==> src/logic/ilsp_pkg.sv <==
// Functional notes
// - Low closure on the sequence input is an event held by a set-dominant latch.
// - Sequence assertion is accepted only after it stays low for 33 ms.
// - Sequence release is accepted only after it stays high for 33 ms.
// - Latched sequence, keyboard and reverse-power sources OR onto active-low request.
// - Maskable request is driven only in normal position, undriven in ROM test.
// - Sequence latch holds until processor clears it; clearing withdraws its request.
// - NMI line idles high; a short low pulse aborts to the NMI routine.
// - Service register puts two latched interrupts, reverse power and status lines on bus when strobed.
// - Status lines: LF unlock, over/under modulation high; bus and doubler low.
// - Keyboard latch is cleared by the keyboard clear strobe from address 01FB.
`default_nettype none

package ilsp_pkg;

    // ***********************************************************************
    // Timing
    // ***********************************************************************
    localparam int unsigned CLK_HZ         = 20_000_000;
    localparam int unsigned SEQ_FILTER_MS  = 33;
    localparam int unsigned SEQ_FILTER_CYC = (SEQ_FILTER_MS * CLK_HZ + 999) / 1000;
    localparam int unsigned NMI_PULSE_NS   = 1000;
    localparam int unsigned NMI_PULSE_CYC  = (NMI_PULSE_NS * (CLK_HZ / 1_000_000) + 999) / 1000;
    localparam int unsigned CNT_W          = 20;
    localparam int unsigned NMI_CNT_W      = 8;

    // ***********************************************************************
    // Register map
    // ***********************************************************************
    localparam int unsigned ADDR_W       = 12;
    localparam logic [11:0] OFS_CTRL     = 12'h000;
    localparam logic [11:0] OFS_SRR      = 12'h004;
    localparam logic [11:0] OFS_RAW      = 12'h008;
    localparam logic [11:0] OFS_INT_STAT = 12'h00c;
    localparam logic [11:0] OFS_INT_MASK = 12'h010;

    localparam int unsigned CTRL_NMI_BIT     = 0;
    localparam int unsigned CTRL_SEQ_CLR_BIT = 1;
    localparam int unsigned CTRL_KEY_CLR_BIT = 2;

    // Service register bit positions; sync vector shares 0..7
    localparam int unsigned SRR_DBL   = 0;
    localparam int unsigned SRR_SEQ   = 1;
    localparam int unsigned SRR_KEY   = 2;
    localparam int unsigned SRR_LF    = 3;
    localparam int unsigned SRR_OVER  = 4;
    localparam int unsigned SRR_UNDER = 5;
    localparam int unsigned SRR_IBUS  = 6;
    localparam int unsigned SRR_RPWR  = 7;
    localparam int unsigned SY_NMI    = 8;
    localparam int unsigned SY_NRM    = 9;
    localparam int unsigned SRR_W     = 8;
    localparam int unsigned SY_W      = 10;

    // Idle image: active-low bits read high
    localparam logic [7:0]  SRR_IDLE     = 8'hc7;
    localparam logic [9:0]  SYNC_RST     = 10'h1c7;
    localparam logic [7:0]  INT_MASK_RST = 8'h00;

    // ***********************************************************************
    // Types
    // ***********************************************************************
    typedef struct packed {
        logic lf_loop_unlocked;
        logic over_mod_flag;
        logic under_mod_flag;
        logic instr_bus_irq_n;
        logic doubler_irq_n;
    } ilsp_stat_t;

    typedef enum logic [3:0] {
        DB_OFF  = 4'b0001,
        DB_RISE = 4'b0010,
        DB_ON   = 4'b0100,
        DB_FALL = 4'b1000
    } ilsp_dbnc_st_t;

endpackage : ilsp_pkg

`default_nettype wire

==> src/logic/ilsp_ctrl.sv <==
`default_nettype none

module ilsp_ctrl #(
    parameter int unsigned SEQ_FILTER = ilsp_pkg::SEQ_FILTER_CYC,
    parameter int unsigned NMI_PULSE  = ilsp_pkg::NMI_PULSE_CYC
) (
    input  wire logic                        pclk,
    input  wire logic                        presetn,
    input  wire logic                        clk_en,
    // APB slave
    input  wire logic                        psel,
    input  wire logic                        penable,
    input  wire logic                        pwrite,
    input  wire logic [ilsp_pkg::ADDR_W-1:0] paddr,
    input  wire logic [31:0]                 pwdata,
    output logic      [31:0]                 prdata,
    output logic                             pready,
    output logic                             pslverr,
    output logic                             irq_o,
    // Instrument pins, asynchronous
    input  wire logic                        sequence_irq_n,
    input  wire logic                        key_irq_n,
    input  wire logic                        reverse_power_irq_n,
    input  wire ilsp_pkg::ilsp_stat_t        stat_in,
    input  wire logic                        nmi_abort_n,
    input  wire logic                        normal_position,
    // Processor side, same clock
    input  wire logic                        srr_rd_strobe,
    input  wire logic                        key_irq_clear,
    input  wire logic                        seq_irq_clear,
    output logic [7:0]                       srr_data_o,
    output logic                             srr_data_oe,
    output logic                             irq_n_o,
    output logic                             irq_n_oe,
    output logic                             nmi_n_o
);
    import ilsp_pkg::*;

    localparam logic [NMI_CNT_W-1:0] NMI_LEN = NMI_CNT_W'(NMI_PULSE);

    // ***********************************************************************
    // Input synchronizers
    // ***********************************************************************
    logic [SY_W-1:0] raw_async;
    logic [SY_W-1:0] sync1_ff;
    logic [SY_W-1:0] sync2_ff;

    always_comb begin
        raw_async            = SYNC_RST;
        raw_async[SRR_DBL]   = stat_in.doubler_irq_n;
        raw_async[SRR_SEQ]   = sequence_irq_n;
        raw_async[SRR_KEY]   = key_irq_n;
        raw_async[SRR_LF]    = stat_in.lf_loop_unlocked;
        raw_async[SRR_OVER]  = stat_in.over_mod_flag;
        raw_async[SRR_UNDER] = stat_in.under_mod_flag;
        raw_async[SRR_IBUS]  = stat_in.instr_bus_irq_n;
        raw_async[SRR_RPWR]  = reverse_power_irq_n;
        raw_async[SY_NMI]    = nmi_abort_n;
        raw_async[SY_NRM]    = normal_position;
    end

    // Only sync2_ff is read by logic
    always_ff @(posedge pclk or negedge presetn) begin
        if (!presetn) begin
            sync1_ff <= SYNC_RST;
            sync2_ff <= SYNC_RST;
        end else if (clk_en) begin
            sync1_ff <= raw_async;
            sync2_ff <= sync1_ff;
        end
    end

    // ***********************************************************************
    // Debounce
    // ***********************************************************************
    logic seq_active;
    logic key_active;
    logic seq_active_d_ff;
    logic key_active_d_ff;
    logic seq_rise;
    logic key_rise;

    // Both edges of the sequence closure are filtered
    ilsp_debounce #(
        .LEAD_CYC  (SEQ_FILTER),
        .TRAIL_CYC (SEQ_FILTER),
        .W         (CNT_W)
    ) u_seq_dbnc (
        .pclk    (pclk),
        .presetn (presetn),
        .clk_en  (clk_en),
        .din     (~sync2_ff[SRR_SEQ]),
        .active  (seq_active)
    );

    // Keyboard: leading edge taken at once, release filtered
    ilsp_debounce #(
        .LEAD_CYC  (1),
        .TRAIL_CYC (SEQ_FILTER),
        .W         (CNT_W)
    ) u_key_dbnc (
        .pclk    (pclk),
        .presetn (presetn),
        .clk_en  (clk_en),
        .din     (~sync2_ff[SRR_KEY]),
        .active  (key_active)
    );

    always_ff @(posedge pclk or negedge presetn) begin
        if (!presetn) begin
            seq_active_d_ff <= 1'b0;
            key_active_d_ff <= 1'b0;
        end else if (clk_en) begin
            seq_active_d_ff <= seq_active;
            key_active_d_ff <= key_active;
        end
    end

    assign seq_rise = seq_active & ~seq_active_d_ff;
    assign key_rise = key_active & ~key_active_d_ff;

    // ***********************************************************************
    // APB decode
    // ***********************************************************************
    logic       rdy_ff;
    logic       err_ff;
    logic [31:0] rdata_ff;
    logic       apb_done;
    logic       apb_wr;
    logic       mapped;
    logic       wr_ctrl;
    logic       wr_stat;
    logic       wr_mask;

    always_comb begin
        mapped = (paddr == OFS_CTRL) || (paddr == OFS_SRR) || (paddr == OFS_RAW)
              || (paddr == OFS_INT_STAT) || (paddr == OFS_INT_MASK);
    end

    assign apb_done = psel & penable & rdy_ff & clk_en;
    assign apb_wr   = apb_done & pwrite & ~err_ff;
    assign wr_ctrl  = apb_wr & (paddr == OFS_CTRL);
    assign wr_stat  = apb_wr & (paddr == OFS_INT_STAT);
    assign wr_mask  = apb_wr & (paddr == OFS_INT_MASK);
    assign pready   = rdy_ff & clk_en;
    assign pslverr  = pready & err_ff;
    assign prdata   = rdata_ff;

    // ***********************************************************************
    // Sequence and keyboard latches
    // ***********************************************************************
    logic seq_latch_ff;
    logic key_latch_ff;
    logic seq_clr;
    logic key_clr;

    assign seq_clr = seq_irq_clear | (wr_ctrl & pwdata[CTRL_SEQ_CLR_BIT]);
    assign key_clr = key_irq_clear | (wr_ctrl & pwdata[CTRL_KEY_CLR_BIT]);

    // Set wins over a clear in the same cycle so no closure is lost
    always_ff @(posedge pclk or negedge presetn) begin
        if (!presetn) begin
            seq_latch_ff <= 1'b0;
        end else if (clk_en) begin
            seq_latch_ff <= seq_rise | (seq_latch_ff & ~seq_clr);
        end
    end

    always_ff @(posedge pclk or negedge presetn) begin
        if (!presetn) begin
            key_latch_ff <= 1'b0;
        end else if (clk_en) begin
            key_latch_ff <= key_rise | (key_latch_ff & ~key_clr);
        end
    end

    // ***********************************************************************
    // Conditions, service register and events
    // ***********************************************************************
    logic [SRR_W-1:0] cond;
    logic [SRR_W-1:0] cond_d_ff;
    logic [SRR_W-1:0] event_set;
    logic [SRR_W-1:0] srr_ff;

    // Status lines keep their own polarity on the bus
    genvar gi;
    generate
        for (gi = 0; gi < SRR_W; gi++) begin : g_cond
            if (gi == SRR_SEQ) begin : g_seq
                assign cond[gi] = seq_latch_ff;
            end else if (gi == SRR_KEY) begin : g_key
                assign cond[gi] = key_latch_ff;
            end else begin : g_pin
                assign cond[gi] = sync2_ff[gi] ^ SRR_IDLE[gi];
            end
            assign event_set[gi] = cond[gi] & ~cond_d_ff[gi];
        end
    endgenerate

    always_ff @(posedge pclk or negedge presetn) begin
        if (!presetn) begin
            cond_d_ff <= '0;
            srr_ff    <= SRR_IDLE;
        end else if (clk_en) begin
            cond_d_ff <= cond;
            srr_ff    <= cond ^ SRR_IDLE;
        end
    end

    assign srr_data_o  = srr_ff;
    assign srr_data_oe = srr_rd_strobe;

    // ***********************************************************************
    // Maskable request
    // ***********************************************************************
    logic irq_n_ff;

    always_ff @(posedge pclk or negedge presetn) begin
        if (!presetn) begin
            irq_n_ff <= 1'b1;
        end else if (clk_en) begin
            irq_n_ff <= ~(seq_latch_ff | key_latch_ff | ~sync2_ff[SRR_RPWR]);
        end
    end

    assign irq_n_o  = irq_n_ff;
    assign irq_n_oe = sync2_ff[SY_NRM];

    // ***********************************************************************
    // Non-maskable abort
    // ***********************************************************************
    logic                 nmi_prev_ff;
    logic [NMI_CNT_W-1:0] nmi_cnt_ff;
    logic                 nmi_trig;

    // Edge, not level: a grounded test point fires only once
    assign nmi_trig = (nmi_prev_ff & ~sync2_ff[SY_NMI])
                    | (wr_ctrl & pwdata[CTRL_NMI_BIT]);

    always_ff @(posedge pclk or negedge presetn) begin
        if (!presetn) begin
            nmi_prev_ff <= 1'b1;
        end else if (clk_en) begin
            nmi_prev_ff <= sync2_ff[SY_NMI];
        end
    end

    always_ff @(posedge pclk or negedge presetn) begin
        if (!presetn) begin
            nmi_cnt_ff <= '0;
            nmi_n_o    <= 1'b1;
        end else if (clk_en) begin
            if (nmi_trig && (nmi_cnt_ff == '0)) begin
                nmi_cnt_ff <= NMI_LEN;
                nmi_n_o    <= 1'b0;
            end else if (nmi_cnt_ff > NMI_CNT_W'(1)) begin
                nmi_cnt_ff <= nmi_cnt_ff - NMI_CNT_W'(1);
            end else begin
                nmi_cnt_ff <= '0;
                nmi_n_o    <= 1'b1;
            end
        end
    end

    // ***********************************************************************
    // Interrupt status and mask
    // ***********************************************************************
    logic [SRR_W-1:0] int_stat_ff;
    logic [SRR_W-1:0] int_mask_ff;

    always_ff @(posedge pclk or negedge presetn) begin
        if (!presetn) begin
            int_stat_ff <= '0;
        end else if (clk_en) begin
            // Write one clears, a new event in the same cycle stays
            int_stat_ff <= event_set
                         | (int_stat_ff & ~(wr_stat ? pwdata[SRR_W-1:0] : '0));
        end
    end

    always_ff @(posedge pclk or negedge presetn) begin
        if (!presetn) begin
            int_mask_ff <= INT_MASK_RST;
        end else if (clk_en && wr_mask) begin
            int_mask_ff <= pwdata[SRR_W-1:0];
        end
    end

    assign irq_o = |(int_stat_ff & int_mask_ff);

    // ***********************************************************************
    // APB response
    // ***********************************************************************
    // One wait state lets read data come from a flop
    always_ff @(posedge pclk or negedge presetn) begin
        if (!presetn) begin
            rdy_ff   <= 1'b0;
            err_ff   <= 1'b0;
            rdata_ff <= '0;
        end else if (clk_en) begin
            if (apb_done) begin
                rdy_ff   <= 1'b0;
                err_ff   <= 1'b0;
                rdata_ff <= '0;
            end else if (psel && penable && !rdy_ff) begin
                rdy_ff <= 1'b1;
                err_ff <= ~mapped;
                case (paddr)
                    OFS_SRR:      rdata_ff <= {24'h000000, srr_ff};
                    OFS_RAW:      rdata_ff <= {22'h0, sync2_ff};
                    OFS_INT_STAT: rdata_ff <= {24'h000000, int_stat_ff};
                    OFS_INT_MASK: rdata_ff <= {24'h000000, int_mask_ff};
                    default:      rdata_ff <= '0;
                endcase
            end
        end
    end

endmodule : ilsp_ctrl

`default_nettype wire

==> src/logic/ilsp_debounce.sv <==
`default_nettype none

module ilsp_debounce #(
    parameter int unsigned LEAD_CYC  = 1,
    parameter int unsigned TRAIL_CYC = 1,
    parameter int unsigned W         = ilsp_pkg::CNT_W
) (
    input  wire logic pclk,
    input  wire logic presetn,
    input  wire logic clk_en,
    input  wire logic din,
    output logic      active
);
    import ilsp_pkg::*;

    localparam logic [W-1:0] LEAD_M1  = W'(LEAD_CYC - 1);
    localparam logic [W-1:0] TRAIL_M1 = W'(TRAIL_CYC - 1);
    localparam logic [W-1:0] ONE      = W'(1);

    ilsp_dbnc_st_t st_ff;
    ilsp_dbnc_st_t nxt_st;
    logic [W-1:0]  cnt_ff;
    logic [W-1:0]  nxt_cnt;

    // ***********************************************************************
    // Next state
    // ***********************************************************************
    always_comb begin
        nxt_st  = st_ff;
        nxt_cnt = cnt_ff;
        case (st_ff)
            DB_OFF: begin
                if (din) begin
                    nxt_cnt = ONE;
                    nxt_st  = (LEAD_CYC <= 1) ? DB_ON : DB_RISE;
                end
            end
            DB_RISE: begin
                // A glitch restarts the wait
                if (!din) begin
                    nxt_st = DB_OFF;
                end else if (cnt_ff >= LEAD_M1) begin
                    nxt_st = DB_ON;
                end else begin
                    nxt_cnt = cnt_ff + ONE;
                end
            end
            DB_ON: begin
                if (!din) begin
                    nxt_cnt = ONE;
                    nxt_st  = (TRAIL_CYC <= 1) ? DB_OFF : DB_FALL;
                end
            end
            DB_FALL: begin
                if (din) begin
                    nxt_st = DB_ON;
                end else if (cnt_ff >= TRAIL_M1) begin
                    nxt_st = DB_OFF;
                end else begin
                    nxt_cnt = cnt_ff + ONE;
                end
            end
            default: begin
                nxt_st  = DB_OFF;
                nxt_cnt = '0;
            end
        endcase
    end

    always_ff @(posedge pclk or negedge presetn) begin
        if (!presetn) begin
            st_ff  <= DB_OFF;
            cnt_ff <= '0;
            active <= 1'b0;
        end else if (clk_en) begin
            st_ff  <= nxt_st;
            cnt_ff <= nxt_cnt;
            active <= (nxt_st == DB_ON) || (nxt_st == DB_FALL);
        end
    end

endmodule : ilsp_debounce

`default_nettype wire

==> config.mk <==
export PLATFORM = sky130hd
export DESIGN_NAME = ilsp_ctrl
export DESIGN_NICKNAME = d
export VERILOG_FILES = /design/src/logic/ilsp_pkg.sv /design/src/logic/ilsp_ctrl.sv /design/src/logic/ilsp_debounce.sv
export SDC_FILE = /design/constraint.sdc
export NUM_CORES = 1
export LEC_CHECK = 0
export BUFFER_PORTS_ARGS = -buffer_cell sky130_fd_sc_hd__buf_2
export CORE_UTILIZATION = 25
export DETAILED_ROUTE_END_ITERATION = 8
export PLACE_DENSITY = 0.46
export SYNTH_ARGS = -nofsm -noshare
export SYNTH_HDL_FRONTEND = slang
export SYNTH_SLANG_ARGS = --single-unit
==> constraint.sdc <==
create_clock -name pclk -period 4.3 [get_ports pclk]
set_clock_uncertainty 0.05 [all_clocks]
set_input_delay 0.215 -clock pclk [delete_from_list [all_inputs] [get_ports pclk]]
set_output_delay 0.215 -clock pclk [all_outputs]
set_load 0.005 [all_outputs]
==> impl_metrics.tcl, run 1 <==
set metrics [dict create \
    synth_top_area_share_pct 37.0 \
    die-area_mm2 0.0288 \
    min_path_cells 2 \
    drc 0 \
    synth_ff_type "dfrtp_1" \
    row_count 61 \
    ioPinCount 110 \
    finalNonFillerCells 1164 \
    place_ws_ps 1560 \
    die_h_um 170 \
    p_switching_mw 1.17 \
    htreeDepth 4 \
    rsz0062_at_grt "no" \
    gp_congestion 0.770 \
    placed_cells 1115 \
    fin_nets 840 \
    cp_slowest_stage_delay_ps 890 \
    yosysUniqueCellTypes 76 \
    synth-seq-area-share_pct 45.2 \
    yosys.area.top_type "dfrtp_1" \
    r2r_end "u_seq_dbnc.cnt_ff[0]" \
    cts_tree "done" \
    cap_violations 0 \
    p_int_mw 2.68 \
    syn-instance-count 714 \
    syn_to_final_growth_pct 19.0 \
    cts_sinks 126 \
    dpl.hpwl_um 11000 \
    p_sw_share_pct 30.4 \
    required_ps 4550 \
    setup_violations 0 \
    synth_edf_count 0 \
    yosysWarningCount 0 \
    grtUsageTotal_pct 12.2 \
    tightest_slew_ps 946 \
    grt_first_pass_wirelength_um 27800 \
    drive_gt1_share_pct 22.5 \
    critPathSlowestCell "nor4_4" \
    clkSlewWorstSetupHoldPaths_ps 60 \
    ir_drop_mv 0.221 \
    wl_per_cell_um 14.2 \
    p_leak_nw 3.41 \
    max-slew-margin-rel_pct 36.5 \
    post-route-util_pct 30.2 \
    end_kind "flop" \
    diodes 0 \
    hold_end "int_mask_ff[2]" \
    drtPass1Iterations 6 \
    status "complete, no violations" \
    p_per_area_mw_per_mm2 459 \
    crit_fanout 18 \
    num_vias 5505 \
    antenna_found_initial 0 \
    rrSetupSlack_ps 1580 \
    die_w_um 170 \
    worst_r2r_path_depth 5 \
    criticalPathCategory "flop to flop" \
    cts_root_buffer "clkbuf_16" \
    max_freq_mhz 368 \
    ys_ff_latch 126 \
    portBuffers 61 \
    floorplan.initialDensity_pct 25.4 \
    slew_violations 0 \
    p_seq_share_pct 41.1 \
    cp-start-kind "flop" \
    synthTopCellsByArea "dfrtp_1 37%, dfstp_2 8.2%, mux2_2 6.2%" \
    tns_ps 0 \
    grt_pass1_vias 5226 \
    synthArstFlopShare_pct 100 \
    fin_ws_ps 1580 \
    coreArea_mm2 0.0277 \
    clock_latency_ps 430 \
    combPwrFrac_pct 18.7 \
    path_cells "xnor2_1 -> or3_1 -> nor4_4 -> nor2_1 -> mux2_1" \
    clockPowerShare_pct 40.2 \
    overflow 0 \
    synth_area_per_cell_um2 9.86 \
    totalWireLength_um 16500 \
    drtIter0Drc 364 \
    cp.arrival_ps 2970 \
    detail-route-antenna-nets 0 \
    min_period_over_period_pct 63.2 \
    syn_area_mm2 0.00704 \
    clk_path_buf_depth 2 \
    min_from "pwdata[2]" \
    reg2reg_from "u_seq_dbnc.st_ff[1]" \
    fin_crit_ps 2720 \
    cts_buffers 17 \
    via_per_inst 4.73 \
    hp-class "input pin to flop" \
    fill_cells 2925 \
    grt_max_degree 85 \
    finalHoldViolCount 0 \
]
==> critical path, delay by kind of cell, from the launching register on <==
kind / cells / cell delay, ps
DFF: 1 / 510
muxes: 1 / 340
xor gates and xnor gates: 1 / 200
and+or+nand+nor: 3 / 1500
==> cell usage in the layout (no fill, tap or decap), types with 14 or more instances in the layout <==
cell type / instances
dfrtp_1: 104
nand2_1: 81
buf_2: 60
o21ai_0: 39
mux2_2: 39
nor2_1: 29
nand2b_1: 29
inv_1: 26
conb_1: 22
dfstp_2: 22
a21oi_1: 20
mux2i_1: 20
nand3_1: 18
clkbuf_16: 17
dlygate4sd3_1: 17
nand4_1: 15
nor3_1: 14
==> registers in the layout, summed over array words and instances, names as in the netlist, 10 cells and up <==
name and count:
prdata 10, sync1_ff 10, sync2_ff 10, u_key_dbnc.cnt_ff 20
u_seq_dbnc.cnt_ff 20
==> area by class of cell <==
type                       count  area, µm²  share of cell area (%)
timing repair buffer          85        534                    6.38
inverter                      26       97.6                    1.17
sequential                   126       3180                    38.0
clock buffer                  19        433                    5.17
multi-input combinational    517       3460                    41.4
clock inverter                13        190                    2.27
tap                          378        473                    5.65
==> layer usage <==
metal | vias up | track usage [%] | share of wire [%]
li1 | 2696 | - | -
met3 | 15 | 2.82 | 2.7
met1 | 2712 | 16.5 | 49
met5 | - | 0 | 0
met4 | 0 | 3.80 | 1.2
met2 | 82 | 19.2 | 47
==> metrics by stage <==
stage | area (µm²) | hold WS [ps] | power (mW)
2_1_floorplan | 7120 | -131 | 2.11
4_1_cts | 8370 | 26.4 | 3.90
3_5_place_dp | 7580 | 294 | 2.32
6_report | 8370 | 40.4 | 3.84
5_1_grt | 8370 | 32.8 | 4.07
3_3_place_gp | 7580 | 291 | 2.31
==> cells in the mapped netlist, drive strengths merged, types with 9 or more instances <==
| master | instances |
|---|---|
| o31ai | 14 |
| buf | 46 |
| nand2 | 81 |
| inv | 26 |
| dfrtp | 104 |
| mux2 | 40 |
| nand4 | 15 |
| nand2b | 29 |
| clkbuf | 20 |
| nand3 | 18 |
| nor4 | 12 |
| o2bb2ai | 10 |
| nor3 | 17 |
| mux2i | 20 |
| or4 | 9 |
| dfstp | 22 |
| nor2 | 29 |
| a21oi | 20 |
| nor2b | 10 |
| o21ai | 40 |
| or3 | 9 |
==> cell families after synthesis <==
kind of cell | synth area share [%]
compound gates | 16.3
other cells | 0.0533
buf+inv | 6.77
xor+xnor | 1.12
fa+ha+maj | 0.711
mux | 9.25
flops | 45.2
simple gates | 20.6
==> power by group through the flow <==
stage / logic [mW] / clock network [mW] / registers, mW
6_report: 0.720 / 1.55 / 1.58
4_1_cts: 0.732 / 1.59 / 1.58
3_3_place_gp: 0.710 / 0 / 1.60
2_1_floorplan: 0.620 / 0 / 1.49
5_1_grt: 0.818 / 1.64 / 1.61
3_5_place_dp: 0.717 / 0 / 1.60
==> repair_timing <==
item	CTS	global route
hold endpoints to repair	87	0
setup buffers	0	0
resized for setup	0	0
hold buffers	17	0
==> worst max path at each step <==
stage	startpoint	endpoint	cells past startpoint	slack, ps
3_5_place_dp	u_seq_dbnc.st_ff[1]	u_seq_dbnc.cnt_ff[0]	5	1560
4_1_cts	u_seq_dbnc.st_ff[1]	u_seq_dbnc.cnt_ff[0]	5	1550
2_1_floorplan	u_seq_dbnc.cnt_ff[16]	u_seq_dbnc.cnt_ff[0]	5	2110
5_1_grt	u_seq_dbnc.st_ff[1]	u_seq_dbnc.cnt_ff[0]	5	1390
6_report	u_seq_dbnc.st_ff[1]	u_seq_dbnc.cnt_ff[0]	5	1580
3_3_place_gp	u_seq_dbnc.st_ff[1]	u_seq_dbnc.cnt_ff[0]	5	1540
No activity file was read; power rests on OpenSTA's default activity.
==> run 2, diff against run 1 <==
--- a/config.mk
+++ b/config.mk
@@ -8,7 +8,7 @@
 export BUFFER_PORTS_ARGS = -buffer_cell sky130_fd_sc_hd__buf_2
 export CORE_UTILIZATION = 25
 export DETAILED_ROUTE_END_ITERATION = 8
-export PLACE_DENSITY = 0.46
+export PLACE_DENSITY = 0.47
 export SYNTH_ARGS = -nofsm -noshare
 export SYNTH_HDL_FRONTEND = slang
 export SYNTH_SLANG_ARGS = --single-unit
==> constraint.sdc (replaced) <==
create_clock -name pclk -period 2.45 [get_ports pclk]
set_clock_uncertainty 0.05 [all_clocks]
set_input_delay 0.1225 -clock pclk [delete_from_list [all_inputs] [get_ports pclk]]
set_output_delay 0.1225 -clock pclk [all_outputs]
set_load 0.005 [all_outputs]
==> run 2 against run 1 <==
Maximum frequency grew 15%. Clock power grew 66%. Via count grew 4.5%. Register-to-register slack lost 1500 ps. Non-clock buffer count grew 40. Worst setup slack lost 1500 ps. Global-route usage grew 0.49 points. Sequential cell count is the same. Sequential share of layout area shrank 1.4 points. Utilization grew 1.2 points. Combinational power grew 99%. Largest cell class unchanged. Largest power group unchanged.
==> impl_metrics.tcl, run 2 (same netlist as run 1, synthesis figures left out) <==
set metrics [dict create \
    drtPass1Iterations 6 \
    htreeDepth 4 \
    min_period_over_period_pct 96.7 \
    cts_sinks 126 \
    p_leak_nw 3.62 \
    fill_cells 2889 \
    diodes 0 \
    via_per_inst 4.78 \
    num_vias 5753 \
    cts_root_buffer "clkbuf_16" \
    cp_num_cells 6 \
    cap_violations 0 \
    wl_per_cell_um 14.3 \
    finalInstanceArea_mm2 0.00870 \
    multi_input_area_mm2 0.00349 \
    cp_num_buf_inv 1 \
    finalPower_mw 6.74 \
    antenna_found_initial 0 \
    final_cell_mix "104 x dfrtp_1, 80 x nand2_1, 60 x buf_2, 43 x buf_4" \
    hp-class "input pin to flop" \
    gp_congestion 0.767 \
    die-area_mm2 0.0288 \
    ir_drop_mv 0.416 \
    status "complete, no violations" \
    slew_violations 0 \
    max-slew-margin-rel_pct 53.7 \
    required_ps 2730 \
    critPathSlowestCell "or4_4" \
    placed_area_mm2 0.00789 \
    p_switching_mw 2.20 \
    min_from "key_irq_clear" \
    die_h_um 170 \
    fin_crit_ps 2370 \
    grtUsageTotal_pct 12.7 \
    cts_tree "done" \
    worst_r2r_path_depth 6 \
    detail-route-antenna-nets 0 \
    cp.arrival_ps 2650 \
    grt_max_degree 66 \
    path_delay_family "simple AND/OR/NAND/NOR gates" \
    crit_fanout 10 \
    rsz0062_at_grt "yes" \
    criticalPathCategory "flop to flop" \
    drive_gt1_share_pct 26.9 \
    drtIter0Drc 415 \
    clockPowerShare_pct 38.4 \
    grt_first_pass_wirelength_um 29300 \
    cp-start-kind "flop" \
    tns_ps 0 \
    cts_buffers 17 \
    fin_nets 880 \
    crit_start "u_seq_dbnc.cnt_ff[16]" \
    overflow 0 \
    cp_slowest_stage_delay_ps 560 \
    finalHoldViolCount 0 \
    row_count 61 \
    clkSlewWorstSetupHoldPaths_ps 60 \
    max_freq_mhz 422 \
    grt_pass1_vias 5537 \
    coreArea_mm2 0.0277 \
    register_area_mm2 0.00318 \
    tightest_slew_ps 677 \
    portBuffers 61 \
    dpl.hpwl_um 11800 \
    p_int_mw 4.53 \
    p_sw_share_pct 32.7 \
    ioPinCount 110 \
    combPwrFrac_pct 21.2 \
    die_w_um 170 \
    p_per_area_mw_per_mm2 774 \
    reg2reg_from "u_seq_dbnc.cnt_ff[16]" \
    largest_registers "u_key_dbnc.cnt_ff x20, u_seq_dbnc.cnt_ff x20" \
    path_cells "or4_4 -> or2_4 -> o31ai_2 -> buf_12 -> a41oi_1 -> o32ai_2" \
    syn_to_final_growth_pct 23.7 \
    p_seq_share_pct 40.5 \
    drc 0 \
    floorplan.initialDensity_pct 25.4 \
    setup_violations 0 \
    clk_path_buf_depth 2 \
    end_kind "flop" \
    clock_latency_ps 420 \
    totalWireLength_um 17200 \
    final_common_cell "dfrtp_1" \
    min_path_cells 4 \
]
[run 2: power groups by stage]
stage	registers [mW]	clock network, mW	logic [mW]
2_1_floorplan	2.62	0	1.09
3_3_place_gp	2.77	0	1.39
3_5_place_dp	2.76	0	1.41
4_1_cts	2.73	2.66	1.43
5_1_grt	2.78	2.75	1.62
6_report	2.73	2.58	1.43
[run 2: worst min-delay path: stages]
cell     delay [ps]
buf_2            80
a31oi_1          50
o21ai_0         130
o21ai_0          70
[run 2: through the flow]
step                util (%)  cells  hold WS, ps  worst slack, ps
global placement        28.5   1153          120             81.8
CTS                     31.3   1204         22.7             42.0
detailed placement      28.5   1153          123             71.5
floorplan                  -    735         -223              263
global route            31.4   1204         61.3            -7.29
finish                  31.4   1204         25.9             81.3
[run 2: path summary, 6_finish.rpt]
path | endpoint | slack, ps
worst min-delay path | key_latch_ff | 30
worst max register to register | u_seq_dbnc.st_ff[2] | 80
min in group asynchronous | sync1_ff[3] | 210
worst max-delay path | u_seq_dbnc.st_ff[2] | 80
max in group asynchronous | u_key_dbnc.st_ff[0] | 1340
worst min register to register | int_stat_ff[0] | 390
[run 2: what timing repair did]
item	in CTS	in global routing
endpoints found under the setup margin	0	6
endpoints found under the hold margin	77	0
resized for setup	0	7
hold buffers	19	0
buffers inserted	0	0
[run 2: cell type report]
type                            count  share of cell area [%]
Multi-Input combinational cell    517                    40.1
Sequential cell                   126                    36.5
Timing Repair Buffer              125                    9.93
Tap cell                          378                    5.43
Clock buffer                       17                    4.89
Clock inverter                     15                    1.94
Inverter                           26                    1.12
[run 2: per-layer routing]
metal / GRT usage, % / part of all wire [%]
met1: 18.0 / 49
met2: 19.3 / 46
met3: 2.29 / 3.2
met4: 4.27 / 1.3
met5: 0 / 0
==> run 3, diff against run 2 <==
--- a/config.mk
+++ b/config.mk
@@ -6,9 +6,10 @@
 export NUM_CORES = 1
 export LEC_CHECK = 0
 export BUFFER_PORTS_ARGS = -buffer_cell sky130_fd_sc_hd__buf_2
+export CAP_MARGIN = 20
 export CORE_UTILIZATION = 25
 export DETAILED_ROUTE_END_ITERATION = 8
-export PLACE_DENSITY = 0.47
+export PLACE_DENSITY = 0.46
 export SYNTH_ARGS = -nofsm -noshare
 export SYNTH_HDL_FRONTEND = slang
 export SYNTH_SLANG_ARGS = --single-unit
==> constraint.sdc (replaced) <==
create_clock -name pclk -period 2.2 [get_ports pclk]
set_clock_uncertainty 0.05 [all_clocks]
set_input_delay 0.11 -clock pclk [delete_from_list [all_inputs] [get_ports pclk]]
set_output_delay 0.11 -clock pclk [all_outputs]
set_load 0.005 [all_outputs]
==> run 3 against run 2 <==
The flow now finishes with violations (setup timing). Sequential share of layout area is 2.2 points lower. Global-route usage is 0.069 points lower. Critical path depth did not move. Clock power is 7% higher. Routed wire length rose by 3.7%. Utilization up 2.0 points. Clock-buffer cell count unchanged. Register-to-register slack got worse by 110 ps. Non-clock buffer count increased by 49. First-iteration DRC count grew 2.2%. Sequential power rose by 9.9%. Maximum frequency increased by 6.0%. Critical endpoint is now u_seq_dbnc.cnt_ff[9]. Largest cell class unchanged.
==> impl_metrics.tcl, run 3 (same netlist as run 1, synthesis figures left out) <==
set metrics [dict create \
    ioPinCount 110 \
    dpl.hpwl_um 12300 \
    rrSetupSlack_ps -30 \
    criticalPathCategory "flop to flop" \
    r2r_end "u_seq_dbnc.cnt_ff[9]" \
    ir_drop_mv 0.469 \
    cap_violations 0 \
    final_cell_mix "103 x dfrtp_1, 82 x buf_4, 80 x nand2_1, 60 x buf_2, 39 x mux2_2" \
    min_path_cells 4 \
    setup_violations 5 \
    die_h_um 170 \
    overflow 0 \
    grt_first_pass_wirelength_um 28900 \
    worst_r2r_path_depth 6 \
    largest_registers "u_key_dbnc.cnt_ff x20, u_seq_dbnc.cnt_ff x20" \
    place_ws_ps -116 \
    cp.arrival_ps 2530 \
    hold_ws_ps 16.8 \
    cts_buffers 17 \
    cp_slowest_stage_delay_ps 560 \
    cts_root_buffer "clkbuf_16" \
    tns_ps -106 \
    p_leak_nw 3.89 \
    slew_violations 0 \
    cp-start-kind "flop" \
    fin_ws_ps -33.6 \
    coreArea_mm2 0.0277 \
    min_from "seq_irq_clear" \
    critPathSlowestCell "or4_4" \
    drtIter0Drc 424 \
    clkSlewWorstSetupHoldPaths_ps 60 \
    max-slew-margin-rel_pct 60.6 \
    placed_cells 1192 \
    fin_nets 930 \
    cts_tree "done" \
    end_kind "flop" \
    p_per_area_mw_per_mm2 833 \
    path_delay_family "simple AND/OR/NAND/NOR gates" \
    totalWireLength_um 17800 \
    portBuffers 61 \
    grt_max_degree 61 \
    floorplan.initialDensity_pct 25.4 \
    wl_per_cell_um 14.2 \
    htreeDepth 4 \
    clock_latency_ps 420 \
    hold_end "seq_latch_ff" \
    detail-route-antenna-nets 0 \
    finalPower_mw 7.73 \
    die-area_mm2 0.0288 \
    clk_path_buf_depth 2 \
    fin_crit_ps 2230 \
    drive_gt1_share_pct 33.2 \
    tightest_slew_ps 591 \
    finalNonFillerCells 1254 \
    rsz0062_at_grt "yes" \
    max_freq_mhz 448 \
    failed_checks "setup timing" \
    drtPass1Iterations 5 \
    hp-class "input pin to flop" \
    die_w_um 170 \
    syn_to_final_growth_pct 31.7 \
    via_per_inst 4.71 \
    gp_congestion 0.794 \
    placed_area_mm2 0.00820 \
    reg2reg_from "u_seq_dbnc.cnt_ff[16]" \
    post-route-util_pct 33.5 \
    grt_pass1_vias 5638 \
    finalHoldViolCount 0 \
    min_period_over_period_pct 102 \
    cts_sinks 126 \
    path_cells "or4_4 -> buf_4 -> nor2_4 -> o311ai_4 -> or4_1 -> a21oi_1" \
    diodes 0 \
    row_count 61 \
    num_vias 5909 \
    antenna_found_initial 0 \
    grtUsageTotal_pct 12.6 \
    crit_fanout 6 \
    drc 0 \
    final_common_cell "dfrtp_1" \
    cp_num_cells 6 \
    cp_num_buf_inv 1 \
    finalInstanceArea_mm2 0.00927 \
    required_ps 2500 \
    status "finished, violations left" \
]
-- run 3: changes by cell type in the layout (fill, tap and decap cells not counted), moves of 3 or more --
cell,change
buf_4,+39
buf_6,+8
a2111oi_2,+3
inv_8,-3
nor3_2,-3
nor3_4,+3
or3_1,-3
or3_4,+3
-- run 3: cell type report --
type | instances | area [µm²]
Clock buffer | 17 | 425
Inverter | 26 | 97.6
Timing Repair Buffer | 174 | 1280
Tap cell | 378 | 473
Clock inverter | 15 | 151
Sequential cell | 126 | 3180
Multi-Input combinational cell | 518 | 3660
Fill cell | 2849 | 18400
-- run 3: how the worst max path moves through the flow --
stage                                     start                    end  slack, ps
after floorplan           u_seq_dbnc.cnt_ff[16]   u_seq_dbnc.cnt_ff[0]         10
after global placement    u_seq_dbnc.cnt_ff[16]  u_seq_dbnc.cnt_ff[12]       -110
after detailed placement  u_seq_dbnc.cnt_ff[16]  u_seq_dbnc.cnt_ff[12]       -120
after CTS                 u_seq_dbnc.cnt_ff[16]  u_seq_dbnc.cnt_ff[12]        -60
after global routing      u_seq_dbnc.cnt_ff[16]  u_seq_dbnc.cnt_ff[11]        -90
final                     u_seq_dbnc.cnt_ff[16]   u_seq_dbnc.cnt_ff[9]        -30
-- run 3: worst reg2reg max path, delay by kind of cell, from the launching register on --
family | cells | cell delay, ps
compound gates | 2 | 340
simple gates | 3 | 1240
buf+inv | 1 | 160
flops | 1 | 380
-- run 3: what timing repair did --
action,in CTS,in global routing
gates cloned,1,1
hold endpoints to repair,76,0
setup endpoints to repair,7,33
setup buffers,2,7
pin swaps,1,8
hold buffers,19,0
resized for setup,6,45
-- run 3: metal layers --
metal  vias to the layer above  part of all wire [%]  track usage (%)
met5                         -                     0                0
met4                         0                  0.94             4.31
met3                        12                   2.8             2.33
met2                        96                    47             20.1
li1                       2882                     -                -
met1                      2919                    49             17.2
-- run 3: power by group --
| group | internal, mW | switching (mW) |
|---|---|---|
| registers | 2.70 | 0.299 |
| logic | 0.962 | 1.00 |
| clock network | 1.59 | 1.17 |
